`src/lslm_pkg.sv`:
```
// constants, field layouts and carrier types for the line signal-loss and lock monitor
package lslm_pkg;

	// ---------------------------------------------------------------
	// register map
	// ---------------------------------------------------------------
	localparam logic [15:0] CTRL_OFFSET   = 16'h0383;
	localparam logic [15:0] STATUS_OFFSET = 16'h0384;
	localparam logic [7:0]  CTRL_RESET    = 8'h00;
	localparam logic [7:0]  RDATA_RESET   = 8'h00;

	// control field positions
	localparam int CTRL_SYNTH_EN_BIT  = 0;
	localparam int CTRL_IN_SEL_LSB    = 1;
	localparam int CTRL_OUT_RATE_LSB  = 3;
	localparam int CTRL_TX_SRC_BIT    = 5;
	localparam logic [7:0] CTRL_WRITE_MASK = 8'h3F;

	// status field positions
	localparam int STAT_P_LOSS_BIT   = 0;
	localparam int STAT_R_LOSS_BIT   = 1;
	localparam int STAT_OUT_LOCK_BIT = 2;
	localparam int STAT_P_POL_BIT    = 3;
	localparam int STAT_R_POL_BIT    = 4;
	localparam int STAT_STRAP_BIT    = 5;

	// ---------------------------------------------------------------
	// synchroniser lanes
	// ---------------------------------------------------------------
	localparam int SYNC_LANES   = 6;
	localparam int IDX_P_LOGIC  = 0;
	localparam int IDX_P_DIFF   = 1;
	localparam int IDX_R_LOGIC  = 2;
	localparam int IDX_R_DIFF   = 3;
	localparam int IDX_REF_CLK  = 4;
	localparam int IDX_REC_CLK  = 5;

	// ---------------------------------------------------------------
	// timing and counts
	// ---------------------------------------------------------------
	localparam int          STRAP_SETTLE_CYCLES = 4;
	localparam int          LOCK_WINDOW_EDGES   = 4096;
	localparam int          LOCK_TOL_PPM        = 500;
	localparam int          CNT_W               = 16;
	localparam logic [15:0] CNT_RESET           = 16'h0000;

	// ---------------------------------------------------------------
	// carriers
	// ---------------------------------------------------------------
	typedef enum logic [1:0] {
		LSLM_IN_19M44,
		LSLM_IN_38M88,
		LSLM_IN_51M84,
		LSLM_IN_77M76
	} lslm_in_sel_t;

	typedef struct packed {
		logic [1:0]   reserved;
		logic         tx_clk_from_synth;
		logic [1:0]   out_rate;
		lslm_in_sel_t in_sel;
		logic         synth_en;
	} lslm_ctrl_t;

	typedef struct packed {
		logic carrier_loss;
		logic loss_detect;
		logic signal_loss_defect;
	} lslm_port_stat_t;

endpackage : lslm_pkg

```
`src/lslm_sync_edge.sv`:
```
// two-flop synchroniser with a rising-edge pulse for one asynchronous lane
`timescale 1ns/1ps
module lslm_sync_edge (
	// clock and reset
	input  wire logic clk_sys,
	input  wire logic reset_n,
	// asynchronous input
	input  wire logic async_in,
	// synchronised results
	output logic      level_q,
	output logic      rise_q
);

	logic meta_q;
	logic sync_q;
	logic prev_q;

	// ---------------------------------------------------------------
	// synchroniser
	// ---------------------------------------------------------------
	// meta_q feeds only sync_q; everything else looks at sync_q onward
	always_ff @(posedge clk_sys or negedge reset_n) begin
		if (!reset_n) begin
			meta_q <= 1'b0;
			sync_q <= 1'b0;
		end else begin
			meta_q <= async_in;
			sync_q <= meta_q;
		end
	end

	// ---------------------------------------------------------------
	// edge detect
	// ---------------------------------------------------------------
	always_ff @(posedge clk_sys or negedge reset_n) begin
		if (!reset_n) begin
			prev_q  <= 1'b0;
			level_q <= 1'b0;
			rise_q  <= 1'b0;
		end else begin
			prev_q  <= sync_q;
			level_q <= sync_q;
			rise_q  <= sync_q & ~prev_q;
		end
	end

endmodule : lslm_sync_edge

```
`src/lslm_top.sv`:
```
// line signal-loss qualification, clock-recovery lock check and synthesizer control
//
// Functional notes
// - primary logic loss polarity from differential pin strap
// - redundant logic loss polarity from differential strap
// - differential loss polarity from same-port logic strap
// - true loss raises carrier loss and loss-detect
// - signal-loss defect only from own detection
// - lock while recovered/reference difference under 0.05%
// - lock indicator low locked, high unlocked
`timescale 1ns/1ps
module lslm_top #(
	parameter int LOCK_WINDOW = lslm_pkg::LOCK_WINDOW_EDGES
) (
	// clock and reset
	input  wire logic        clk_sys,
	input  wire logic        reset_n,
	// host register port
	input  wire logic [15:0] host_addr,
	input  wire logic        host_wr,
	input  wire logic        host_rd,
	input  wire logic [7:0]  host_wdata,
	output logic      [7:0]  host_rdata,
	output logic             host_rvalid,
	// loss pins from the transceivers
	input  wire logic        primary_loss_logic_input,
	input  wire logic        primary_loss_diff_input,
	input  wire logic        redundant_loss_logic_input,
	input  wire logic        redundant_loss_diff_input,
	input  wire logic        primary_use_diff,
	input  wire logic        redundant_use_diff,
	// receiver own signal-loss detection
	input  wire logic        primary_own_signal_loss,
	input  wire logic        redundant_own_signal_loss,
	// clocks compared for lock
	input  wire logic        synth_reference_clock_input,
	input  wire logic        recovered_clock_19m,
	// loss and lock indications
	output logic             primary_carrier_loss,
	output logic             primary_carrier_loss_detect_flag,
	output logic             primary_signal_loss_defect,
	output logic             redundant_carrier_loss,
	output logic             redundant_carrier_loss_detect_flag,
	output logic             redundant_signal_loss_defect,
	output logic             recovery_lock_indicator,
	// synthesizer configuration
	output logic             synth_enable,
	output logic      [1:0]  synth_input_select,
	output logic      [1:0]  synth_output_rate,
	output logic             tx_clock_from_synth
);

	localparam logic [15:0] WINDOW_EDGES = 16'(LOCK_WINDOW);
	localparam logic [15:0] TOL_EDGES    = 16'((LOCK_WINDOW * lslm_pkg::LOCK_TOL_PPM) / 1000000);
	localparam logic [2:0]  SETTLE       = 3'(lslm_pkg::STRAP_SETTLE_CYCLES);

	logic [lslm_pkg::SYNC_LANES-1:0] async_vec;
	logic [lslm_pkg::SYNC_LANES-1:0] lvl;
	logic [lslm_pkg::SYNC_LANES-1:0] rise;
	lslm_pkg::lslm_ctrl_t            ctrl_q;
	logic [2:0]                      settle_q;
	logic                            strap_done_q;
	logic                            p_pol_q;
	logic                            r_pol_q;
	logic                            p_loss_d;
	logic                            r_loss_d;
	logic [15:0]                     ref_cnt_q;
	logic [15:0]                     rec_cnt_q;
	logic [15:0]                     rec_diff;
	logic                            out_of_lock_q;
	logic [7:0]                      status_vec;

	// ---------------------------------------------------------------
	// synchronisers
	// ---------------------------------------------------------------
	assign async_vec = {recovered_clock_19m, synth_reference_clock_input,
		redundant_loss_diff_input, redundant_loss_logic_input,
		primary_loss_diff_input, primary_loss_logic_input};

	generate
		for (genvar i = 0; i < lslm_pkg::SYNC_LANES; i++) begin : g_sync
			lslm_sync_edge u_sync (
				.clk_sys  (clk_sys),
				.reset_n  (reset_n),
				.async_in (async_vec[i]),
				.level_q  (lvl[i]),
				.rise_q   (rise[i])
			);
		end
	endgenerate

	// ---------------------------------------------------------------
	// strap capture
	// ---------------------------------------------------------------
	// straps are caught once the synchroniser has flushed after release;
	// the idle pin of each pair is the strap, the other carries loss
	always_ff @(posedge clk_sys or negedge reset_n) begin
		if (!reset_n) begin
			settle_q     <= 3'h0;
			strap_done_q <= 1'b0;
			p_pol_q      <= 1'b0;
			r_pol_q      <= 1'b0;
		end else if (!strap_done_q) begin
			if (settle_q == SETTLE) begin
				strap_done_q <= 1'b1;
				p_pol_q      <= primary_use_diff ? lvl[lslm_pkg::IDX_P_LOGIC]
					: lvl[lslm_pkg::IDX_P_DIFF];
				r_pol_q      <= redundant_use_diff ? lvl[lslm_pkg::IDX_R_LOGIC]
					: lvl[lslm_pkg::IDX_R_DIFF];
			end else begin
				settle_q <= settle_q + 3'h1;
			end
		end
	end

	// ---------------------------------------------------------------
	// loss qualification
	// ---------------------------------------------------------------
	// polarity 1 means active-high, 0 active-low
	always_comb begin
		p_loss_d = 1'b0;
		r_loss_d = 1'b0;
		if (strap_done_q) begin
			p_loss_d = (primary_use_diff ? lvl[lslm_pkg::IDX_P_DIFF]
				: lvl[lslm_pkg::IDX_P_LOGIC]) == p_pol_q;
			r_loss_d = (redundant_use_diff ? lvl[lslm_pkg::IDX_R_DIFF]
				: lvl[lslm_pkg::IDX_R_LOGIC]) == r_pol_q;
		end
	end

	always_ff @(posedge clk_sys or negedge reset_n) begin
		if (!reset_n) begin
			primary_carrier_loss               <= 1'b0;
			primary_carrier_loss_detect_flag   <= 1'b0;
			redundant_carrier_loss             <= 1'b0;
			redundant_carrier_loss_detect_flag <= 1'b0;
		end else begin
			primary_carrier_loss               <= p_loss_d;
			primary_carrier_loss_detect_flag   <= p_loss_d;
			redundant_carrier_loss             <= r_loss_d;
			redundant_carrier_loss_detect_flag <= r_loss_d;
		end
	end

	// the external pin never feeds the defect; only the receiver's own view does
	always_ff @(posedge clk_sys or negedge reset_n) begin
		if (!reset_n) begin
			primary_signal_loss_defect   <= 1'b0;
			redundant_signal_loss_defect <= 1'b0;
		end else begin
			primary_signal_loss_defect   <= primary_own_signal_loss;
			redundant_signal_loss_defect <= redundant_own_signal_loss;
		end
	end

	// ---------------------------------------------------------------
	// lock check
	// ---------------------------------------------------------------
	// a window of reference edges against recovered edges; the window is long
	// enough that the 0.05% band spans at least a couple of edges
	assign rec_diff = (rec_cnt_q > WINDOW_EDGES) ? rec_cnt_q - WINDOW_EDGES
		: WINDOW_EDGES - rec_cnt_q;

	always_ff @(posedge clk_sys or negedge reset_n) begin
		if (!reset_n) begin
			ref_cnt_q     <= lslm_pkg::CNT_RESET;
			rec_cnt_q     <= lslm_pkg::CNT_RESET;
			out_of_lock_q <= 1'b1;
		end else if (rise[lslm_pkg::IDX_REF_CLK] && ref_cnt_q == WINDOW_EDGES - 16'h1) begin
			ref_cnt_q     <= lslm_pkg::CNT_RESET;
			rec_cnt_q     <= {15'h0, rise[lslm_pkg::IDX_REC_CLK]};
			out_of_lock_q <= rec_diff > TOL_EDGES;
		end else begin
			if (rise[lslm_pkg::IDX_REF_CLK])
				ref_cnt_q <= ref_cnt_q + 16'h1;
			if (rise[lslm_pkg::IDX_REC_CLK] && rec_cnt_q != 16'hFFFF)
				rec_cnt_q <= rec_cnt_q + 16'h1;
		end
	end

	always_ff @(posedge clk_sys or negedge reset_n) begin
		if (!reset_n)
			recovery_lock_indicator <= 1'b1;
		else
			recovery_lock_indicator <= out_of_lock_q;
	end

	// ---------------------------------------------------------------
	// registers
	// ---------------------------------------------------------------
	// register timing does not need the reference clock; without it the lock
	// window never closes and status stays stale
	always_ff @(posedge clk_sys or negedge reset_n) begin
		if (!reset_n)
			ctrl_q <= lslm_pkg::lslm_ctrl_t'(lslm_pkg::CTRL_RESET);
		else if (host_wr && host_addr == lslm_pkg::CTRL_OFFSET)
			ctrl_q <= lslm_pkg::lslm_ctrl_t'(host_wdata & lslm_pkg::CTRL_WRITE_MASK);
	end

	always_ff @(posedge clk_sys or negedge reset_n) begin
		if (!reset_n) begin
			synth_enable        <= 1'b0;
			synth_input_select  <= 2'h0;
			synth_output_rate   <= 2'h0;
			tx_clock_from_synth <= 1'b0;
		end else begin
			synth_enable        <= ctrl_q.synth_en;
			synth_input_select  <= ctrl_q.in_sel;
			synth_output_rate   <= ctrl_q.out_rate;
			tx_clock_from_synth <= ctrl_q.tx_clk_from_synth & ctrl_q.synth_en;
		end
	end

	always_comb begin
		status_vec = 8'h00;
		status_vec[lslm_pkg::STAT_P_LOSS_BIT]   = primary_carrier_loss;
		status_vec[lslm_pkg::STAT_R_LOSS_BIT]   = redundant_carrier_loss;
		status_vec[lslm_pkg::STAT_OUT_LOCK_BIT] = out_of_lock_q;
		status_vec[lslm_pkg::STAT_P_POL_BIT]    = p_pol_q;
		status_vec[lslm_pkg::STAT_R_POL_BIT]    = r_pol_q;
		status_vec[lslm_pkg::STAT_STRAP_BIT]    = strap_done_q;
	end

	always_ff @(posedge clk_sys or negedge reset_n) begin
		if (!reset_n) begin
			host_rdata  <= lslm_pkg::RDATA_RESET;
			host_rvalid <= 1'b0;
		end else begin
			host_rvalid <= host_rd;
			if (host_rd) begin
				if (host_addr == lslm_pkg::CTRL_OFFSET)
					host_rdata <= ctrl_q;
				else if (host_addr == lslm_pkg::STATUS_OFFSET)
					host_rdata <= status_vec;
				else
					host_rdata <= 8'h00;
			end
		end
	end
endmodule : lslm_top

```
`config.mk`:
```
export PLATFORM = sky130hd
export DESIGN_NAME = lslm_top
export DESIGN_NICKNAME = d
export VERILOG_FILES = /design/src/lslm_pkg.sv /design/src/lslm_sync_edge.sv /design/src/lslm_top.sv
export SDC_FILE = /design/constraint.sdc
export NUM_CORES = 1
export LEC_CHECK = 0
export ABC_AREA = 1
export BUFFER_PORTS_ARGS = -buffer_cell sky130_fd_sc_hd__buf_2
export CAP_MARGIN = 5
export CORE_ASPECT_RATIO = 1.5
export CORE_MARGIN = 3
export CORE_UTILIZATION = 45
export CTS_BUF_LIST = sky130_fd_sc_hd__clkbuf_8
export CTS_CLUSTER_DIAMETER = 50
export DETAILED_ROUTE_END_ITERATION = 16
export PLACE_DENSITY_LB_ADDON = 0.2
export SETUP_SLACK_MARGIN = 0.2
export SLEW_MARGIN = 20
export SYNTH_ARGS = -nofsm -noshare
export SYNTH_HDL_FRONTEND = slang
export SYNTH_HIERARCHICAL = 1
export SYNTH_SLANG_ARGS = --single-unit
```
`constraint.sdc`:
```
create_clock -name clk_sys -period 2.9 [get_ports clk_sys]
set_clock_uncertainty 0.05 [all_clocks]
set_input_delay 0.145 -clock clk_sys [delete_from_list [all_inputs] [get_ports clk_sys]]
set_output_delay 0.145 -clock clk_sys [all_outputs]
set_load 0.02 [all_outputs]
```
==> qor.yml, run 1 <==
hold_path:
  hp-class: "in -> reg"
  whs_path_depth: 4
critical_path:
  cp.depth: 11
  crit_buf_inv: 3
  worstPathCellList: "clkinv_1, ha_1, nand2_1, inv_1, o21ai_0, xor2_1, nand2_1, inv_1, nand2_1, nor2_1, a21oi_1"
  critical_path.most_common_cell: "nand2_1"
  worst_setup_path_start_kind: "flop"
  slowest_stage: "dfrtp_1"
  worstRegToRegCells: 11
  cp-end-kind: "flop"
  crit_type: "reg -> reg"
  cp_top_family: "buffers and inverters"
  worstPathArrival_ns: 2.43
  worstPathRequired_ns: 3.13
  critical_path.max_fanout: 9
  cp_slowest_stage_delay_ns: 0.44
layout:
  antenna_cells: 0
  syn2layout_area_growth_pct: 17.0
  final_nets: 627
  post_route_cells_drive_above_1_share: 0.175
  design_area_mm2: 0.00497
floorplanning:
  dieWidth_um: 85.3
  core_mm2: 0.00904
  rows: 42
  die_height_um: 125
  dieArea_mm2: 0.0107
  start_util: 0.470
  io_pins: 60
timing:
  fmax_mhz: 455
  final_max_slew_viol_count: 0
  fin_crit_sh: 0.759
  hold_viol: 0
  setup_violations: 0
  max_slew_margin: 0.516
  worstMarginPinSlew_ns: 0.727
  finalSetupTns_ns: 0
  rsz0062_at_grt: "false"
  final.min_clock_period_ns: 2.20
detailed_routing:
  drt-initial-drc-count: 230
  dr.pass1.iters: 4
  final_antenna_net_count: 0
  viasPerCell: 5.03
  num_vias: 3491
  drc_errors: 0
  finalWirelength_um: 9080
  wl_per_cell_um: 13.1
power_and_ir_drop:
  p_leak_nw: 2.51
  internal_power_mw: 1.85
  power_density_mw_per_mm2: 539
  ir_drop_mv: 0.381
  clkPwrFrac: 0.316
  power_frac_comb: 0.188
  swShare: 0.307
  power_switching_uw: 823
  seq_power_share: 0.496
placed_design:
  io_buffers: 55
  postPlaceCellArea_mm2: 0.00460
  dp_hpwl_um: 6790
  gp_congestion: 0.921
job:
  drv_cap: 0
synthesis:
  syn_inst: 505
  syn_area_mm2: 0.00425
  postSynthAreaPerCell_um2: 8.41
  ys_warn_count: 6
grt:
  grt_remaining_overflow: 0
  grt_pass1_wl_um: 15800
  grt_max_degree: 84
  grt_use_total: 0.183
  antenna_found_initial: 0
  grt_pass1_vias: 3545
outcome:
  status: "complete, no violations"
clocking:
  cts_tree: "done"
  insertion_delay_ns: 0.35
  cts.htree.levels: 3
  ctsResizeCount: 0
  clkTransAtPathRegs_ns: 0.09
  clockBufferDepth: 2
  numCtsBuffers: 9
  cts-root-buf: "clkbuf_8"
  clkSinkCount: 83
path summary, 6_finish.rpt:
kind	from	endpoint	slack, ns
setup / recovery	rec_cnt_q[12]	out_of_lock_q	0.70
hold / removal	host_addr[2]	host_rdata[2]	0.08
setup reg to reg	rec_cnt_q[12]	out_of_lock_q	0.70
hold reg to reg	g_sync[0].u_sync/meta_q	g_sync[0].u_sync/sync_q	0.30
max in group asynchronous	reset_n	rec_cnt_q[8]	1.96
min in group asynchronous	reset_n	primary_signal_loss_defect	0.34
cells in the final DEF (no fill, tap or decap), types with 2 or more instances in the layout:
cell and n:
inv_2 3, nor2_1 52, a21oi_1 15, o21ai_0 38, a31oi_1 4, dlygate4sd3_1 16, o22a_1 3, xor2_1 16
clkbuf_8 10, nand2_2 2, mux2_2 3, inv_1 69, clkinvlp_4 3, conb_1 2, nand3_1 41, nor2_4 3
nor3_1 11, nor4_2 2, nand4_1 4, nand3_2 2, ha_1 10, nor3_2 3, dfstp_2 2, nor2_2 5
nand2_1 109, buf_2 54, dfrtp_1 81, nor4_1 4
worst min-delay path, delay by kind of cell:
kind,cells,cell delay (ns)
buffers and inverters,1,0.10
AO/OA/AOI/OAI,1,0.07
AND/OR/NAND/NOR,2,0.14
metrics by stage:
stage	cells	power (mW)	hold slack, ns	util	setup WS, ns
floorplan	506	1.69	-0.201	-	1.09
global placement	662	1.82	0.203	0.508	0.756
detailed placement	662	1.84	0.204	0.508	0.714
CTS	694	2.72	0.0599	0.549	0.708
global route	694	2.85	0.0619	0.550	0.398
finish	694	2.68	0.0824	0.550	0.700
power by group through the flow:
stage | clock [mW] | combinational, mW | sequential, mW
final | 0.845 | 0.504 | 1.33
after global routing | 0.933 | 0.577 | 1.34
after CTS | 0.884 | 0.505 | 1.33
after detailed placement | 0 | 0.486 | 1.35
after global placement | 0 | 0.475 | 1.34
after floorplan | 0 | 0.358 | 1.34
layer usage:
| layer | GRT usage | vias up | share of wire |
|---|---|---|---|
| met5 | 0 | - | 0 |
| met4 | 0.0904 | 0 | 0.023 |
| met3 | 0.0441 | 18 | 0.034 |
| met2 | 0.321 | 66 | 0.54 |
| met1 | 0.203 | 1635 | 0.40 |
| li1 | - | 1772 | - |
sequential cells by signal (all words and copies together) (netlist names), 2 cells and up:
register              cells
ref_cnt_q                16
host_rdata                6
settle_q                  3
ctrl_q                    6
g_sync.u_sync/sync_q      6
g_sync.u_sync/meta_q      6
g_sync.u_sync/rise_q      2
rec_cnt_q                16
synth_output_rate         2
g_sync.u_sync/prev_q      6
synth_input_select        2
area by class of cell:
cell class / instances / area, µm²
Multi-Input combinational cell: 341 / 1830
Timing Repair Buffer: 71 / 442
Clock inverter: 6 / 72.6
Clock buffer: 10 / 138
Fill cell: 885 / 4070
Sequential cell: 83 / 2080
Tap cell: 110 / 138
Inverter: 73 / 274
repair_timing:
item                      in CTS  in global routing
hold buffers                  16                  0
hold endpoints to repair      96                  0
buffers inserted               0                  0
(Power assumes the default switching activity.)
==> inputs of run 2 (changes only) <==
- clock period: 2.9 -> 1.95 ns (I/O delays scaled with it)
==> run 2 against run 1 <==
Critical path type unchanged. Total power up 64%. Routed wire length up 12%. Design area up 10%. Register-to-register slack worse by 0.59 ns. Maximum frequency up 20%. Sequential cell count unchanged. Sequential power up 49%. Setup slack worse by 0.59 ns. Clock power up 69%. Critical endpoint unchanged. Hold slack worse by 0.057 ns. Utilization up 5.5 points. Global-route usage up 0.86 points.
==> qor.yml, run 2 (synthesis results as in run 1) <==
timing:
  finalSetupTns_ns: 0
  final.min_clock_period_ns: 1.84
  final_max_slew_viol_count: 0
  whs_ns: 0.0252
  rsz0062_at_grt: "true"
  fmax_mhz: 543
  fin_crit_sh: 0.944
  setup_violations: 0
  hold_viol: 0
  max_slew_margin: 0.630
  worstMarginPinSlew_ns: 0.555
  worst_slack_ns: 0.110
layout:
  antenna_cells: 0
  reg_top3: "rec_cnt_q (16), ref_cnt_q (16)"
  final_cell_mix: "104 x nand2_1, 75 x dfrtp_1, 64 x inv_1"
  post_route_cells_drive_above_1_share: 0.288
  mostFrequentLayoutCell: "nand2_1"
  final_nets: 669
  stdcell_count: 736
  fin_util: 0.605
  design_area_mm2: 0.00547
  syn2layout_area_growth_pct: 28.7
  nFillCells: 794
detailed_routing:
  num_vias: 3760
  dr.pass1.iters: 5
  drt-initial-drc-count: 228
  finalWirelength_um: 10200
  viasPerCell: 5.11
  final_antenna_net_count: 0
  wl_per_cell_um: 13.9
  drc_errors: 0
floorplanning:
  rows: 42
  start_util: 0.470
  core_mm2: 0.00904
  dieArea_mm2: 0.0107
  die_height_um: 125
  io_pins: 60
  dieWidth_um: 85.3
placed_design:
  dp_hpwl_um: 7210
  gp_congestion: 0.920
  place_inst: 683
  io_buffers: 55
  postPlaceCellArea_mm2: 0.00477
  dp_slack_ns: 0.0430
grt:
  grt_pass1_wl_um: 16400
  grt_remaining_overflow: 0
  antenna_found_initial: 0
  grt_use_total: 0.192
  grt_max_degree: 45
  grt_pass1_vias: 3604
outcome:
  status: "complete, no violations"
clocking:
  clockBufferDepth: 2
  cts-root-buf: "clkbuf_8"
  cts_tree: "done"
  numCtsBuffers: 9
  clkSinkCount: 83
  insertion_delay_ns: 0.36
  cts.htree.levels: 3
  clkTransAtPathRegs_ns: 0.09
critical_path:
  cp-end-kind: "flop"
  critical_path.most_common_cell: "nand2_1"
  crit_type: "reg -> reg"
  critical_path.max_fanout: 4
  slowest_stage: "dfrtp_2"
  worst_setup_path_start_kind: "flop"
  worstPathArrival_ns: 2.09
  worstPathRequired_ns: 2.20
  cp_top_family: "flip-flops"
  cp_slowest_stage_delay_ns: 0.44
  worstPathCellList: "buf_4, buf_4, inv_1, nand2_1, o21ai_0, xor2_1, nand2_1, inv_1, nand2_1, nor2_1, a21oi_1"
  crit_buf_inv: 4
job:
  drv_cap: 0
power_and_ir_drop:
  power_density_mw_per_mm2: 803
  p_leak_nw: 2.77
  ir_drop_mv: 0.669
  power_mw: 4.39
hold_path:
  hp-class: "in -> reg"
-- run 2: cell count changes in the layout (fill, tap and decap cells not counted), sizes merged --
cell and delta:
buf +41, bufinv +1, clkbuf -1, clkinvlp -3, inv +3, nand2 +1
-- run 2: path summary, 6_finish.rpt --
check                                        startpoint                                to  slack, ns  depth (start not counted)
worst max register to register             rec_cnt_q[4]                     out_of_lock_q       0.11                         11
worst min-delay path                   primary_use_diff  primary_carrier_loss_detect_flag       0.03                          4
max in group asynchronous                       reset_n                      rec_cnt_q[4]       1.02                          3
min in group asynchronous                       reset_n      redundant_signal_loss_defect       0.19                          2
worst max-delay path                       rec_cnt_q[4]                     out_of_lock_q       0.11                         11
worst min register to register  g_sync[2].u_sync/meta_q           g_sync[2].u_sync/sync_q       0.31                          0
-- run 2: what timing repair did --
item	4_1_cts	5_1_grt
gates cloned	0	1
gates resized for setup	14	36
hold buffers	16	0
pin swaps	4	9
buffers inserted	7	13
setup endpoints to repair	10	23
hold endpoints to repair	56	0
-- run 2: where the power goes --
group	switching [mW]	internal, mW	leakage (nW)	total (mW)
Sequential	0.131	1.85	1.02	1.98
Combinational	0.556	0.420	1.63	0.976
Clock	0.685	0.746	0.117	1.43
-- run 2: routing by layer --
| layer | GRT usage | share of wire | vias up |
|---|---|---|---|
| met4 | 0.0857 | 0.033 | 0 |
| met2 | 0.335 | 0.54 | 84 |
| li1 | - | - | 1860 |
| met1 | 0.222 | 0.40 | 1787 |
| met3 | 0.0395 | 0.033 | 29 |
| met5 | 0 | 0 | - |
-- run 2: cell type report --
| class | instances | area (µm²) | share of cell area |
|---|---|---|---|
| flip-flops and latches | 83 | 2090 | 0.382 |
| multi-input cells | 342 | 1970 | 0.361 |
| repair buffers | 112 | 762 | 0.139 |
| inverters | 73 | 275 | 0.0504 |
| well taps | 110 | 138 | 0.0252 |
| clock buffers | 9 | 124 | 0.0227 |
| clock inverters | 7 | 106 | 0.0195 |
-- run 2: worst min-delay path: stages --
cell and delay, ns:
buf_2 0.11, nand2_1 0.05, o21ai_0 0.08, a21oi_1 0.07
==> inputs of run 3 (changes only) <==
- CORE_UTILIZATION: 45 -> 50
==> run 3 against run 2 <==
Hold slack gained 0.027 ns. Non-clock buffer count shrank 10. Clock power shrank 14%. Critical path depth shrank 1. Routed wire length shrank 3.4%. Die area shrank 9.4%. Cell count shrank 2.0%. Utilization grew 5.7 points. Critical path type unchanged.
==> qor.yml, run 3 (synthesis results as in run 1) <==
outcome:
  status: "complete, no violations"
floorplanning:
  start_util: 0.521
  io_pins: 60
  dieArea_mm2: 0.00966
  rows: 40
  core_mm2: 0.00816
  die_height_um: 119
  dieWidth_um: 81.3
detailed_routing:
  drt-initial-drc-count: 264
  drc_errors: 0
  dr.pass1.iters: 4
  finalWirelength_um: 9860
  viasPerCell: 5.16
  wl_per_cell_um: 13.7
  num_vias: 3722
  final_antenna_net_count: 0
layout:
  fin_util: 0.662
  nFillCells: 667
  post_route_cells_drive_above_1_share: 0.274
  antenna_cells: 0
  design_area_mm2: 0.00540
  final_cell_mix: "99 x nand2_1, 76 x dfrtp_1, 65 x inv_1"
  mostFrequentLayoutCell: "nand2_1"
  stdcell_count: 721
  reg_top3: "rec_cnt_q (16), ref_cnt_q (16)"
  syn2layout_area_growth_pct: 27.1
  final_nets: 659
timing:
  finalSetupTns_ns: 0
  worstMarginPinSlew_ns: 0.550
  setup_violations: 0
  rsz0062_at_grt: "true"
  worst_slack_ns: 0.142
  final.min_clock_period_ns: 1.81
  fmax_mhz: 553
  fin_crit_sh: 0.927
  max_slew_margin: 0.633
  hold_viol: 0
  whs_ns: 0.0523
  final_max_slew_viol_count: 0
hold_path:
  hp-class: "in -> reg"
grt:
  grt_pass1_wl_um: 16200
  grt_use_total: 0.218
  grt_max_degree: 46
  grt_remaining_overflow: 0
  grt_pass1_vias: 3567
  antenna_found_initial: 0
clocking:
  clkTransAtPathRegs_ns: 0.08
  cts_tree: "done"
  insertion_delay_ns: 0.35
  numCtsBuffers: 9
  cts.htree.levels: 3
  clkSinkCount: 83
  cts-root-buf: "clkbuf_8"
  clockBufferDepth: 2
critical_path:
  crit_type: "reg -> reg"
  cp-end-kind: "flop"
  worst_setup_path_start_kind: "flop"
  worstPathArrival_ns: 2.04
  worstPathRequired_ns: 2.18
  critical_path.max_fanout: 5
placed_design:
  dp_hpwl_um: 7170
  gp_congestion: 0.971
  place_inst: 679
  dp_slack_ns: 0.0695
  postPlaceCellArea_mm2: 0.00477
  io_buffers: 55
power_and_ir_drop:
  power_density_mw_per_mm2: 775
  p_leak_nw: 2.73
  power_mw: 4.18
  ir_drop_mv: 0.720
job:
  drv_cap: 0
run 3: cell count changes in the layout (fill, tap and decap cells not counted), sizes merged:
cell	previous run	this run
clkinvlp	0	1
clkbuf	9	10
clkinv	2	3
buf	96	86
inv	76	74
bufinv	2	1
run 3: what timing repair did:
action,in CTS,in global routing
endpoints found under the setup margin,9,20
gates resized for setup,12,44
buffers inserted,5,4
cloned,0,1
hold endpoints to repair,57,0
hold buffers,16,0
pin swaps,3,23
run 3: final timing paths:
check | startpoint | to | slack, ns | depth (start not counted)
worst max-delay path | rec_cnt_q[12] | out_of_lock_q | 0.14 | 10
worst min-delay path | primary_use_diff | primary_carrier_loss_detect_flag | 0.05 | 4
max in group asynchronous | reset_n | rec_cnt_q[3] | 1.00 | 3
worst min register to register | g_sync[0].u_sync/meta_q | g_sync[0].u_sync/sync_q | 0.30 | 0
min in group asynchronous | reset_n | settle_q[1] | 0.22 | 2
worst max register to register | rec_cnt_q[12] | out_of_lock_q | 0.14 | 10
run 3: routing by layer:
metal	up-vias	GRT usage	wire, µm
li1	1837	-	-
met1	1773	0.257	3920
met2	94	0.373	5350
met3	18	0.0461	339
met4	0	0.0930	246
met5	-	0	0
run 3: cell type report:
class / count / area (µm²) / area share
flip-flops and latches: 83 / 2090 / 0.386
repair buffers: 102 / 694 / 0.129
clock inverters: 6 / 63.8 / 0.0118
well taps: 105 / 131 / 0.0243
multi-input cells: 342 / 2010 / 0.372
inverters: 73 / 278 / 0.0514
clock buffers: 10 / 138 / 0.0255
run 3: critical path, stage by stage (launching register included):
cell and delay, ns:
dfrtp_2 0.42, clkinv_2 0.07, ha_1 0.24, nand2_4 0.15, inv_1 0.11, nand2_1 0.15, nor2_1 0.07, nor2_2 0.15
nand4_1 0.13, nor2_2 0.14, a21oi_1 0.07
run 3: power breakdown:
| part | total (mW) | internal, mW | switching [mW] | leakage, nW |
|---|---|---|---|---|
| registers | 1.99 | 1.85 | 0.138 | 1.02 |
| clock network | 1.23 | 0.626 | 0.607 | 0.104 |
| logic | 0.964 | 0.391 | 0.573 | 1.61 |
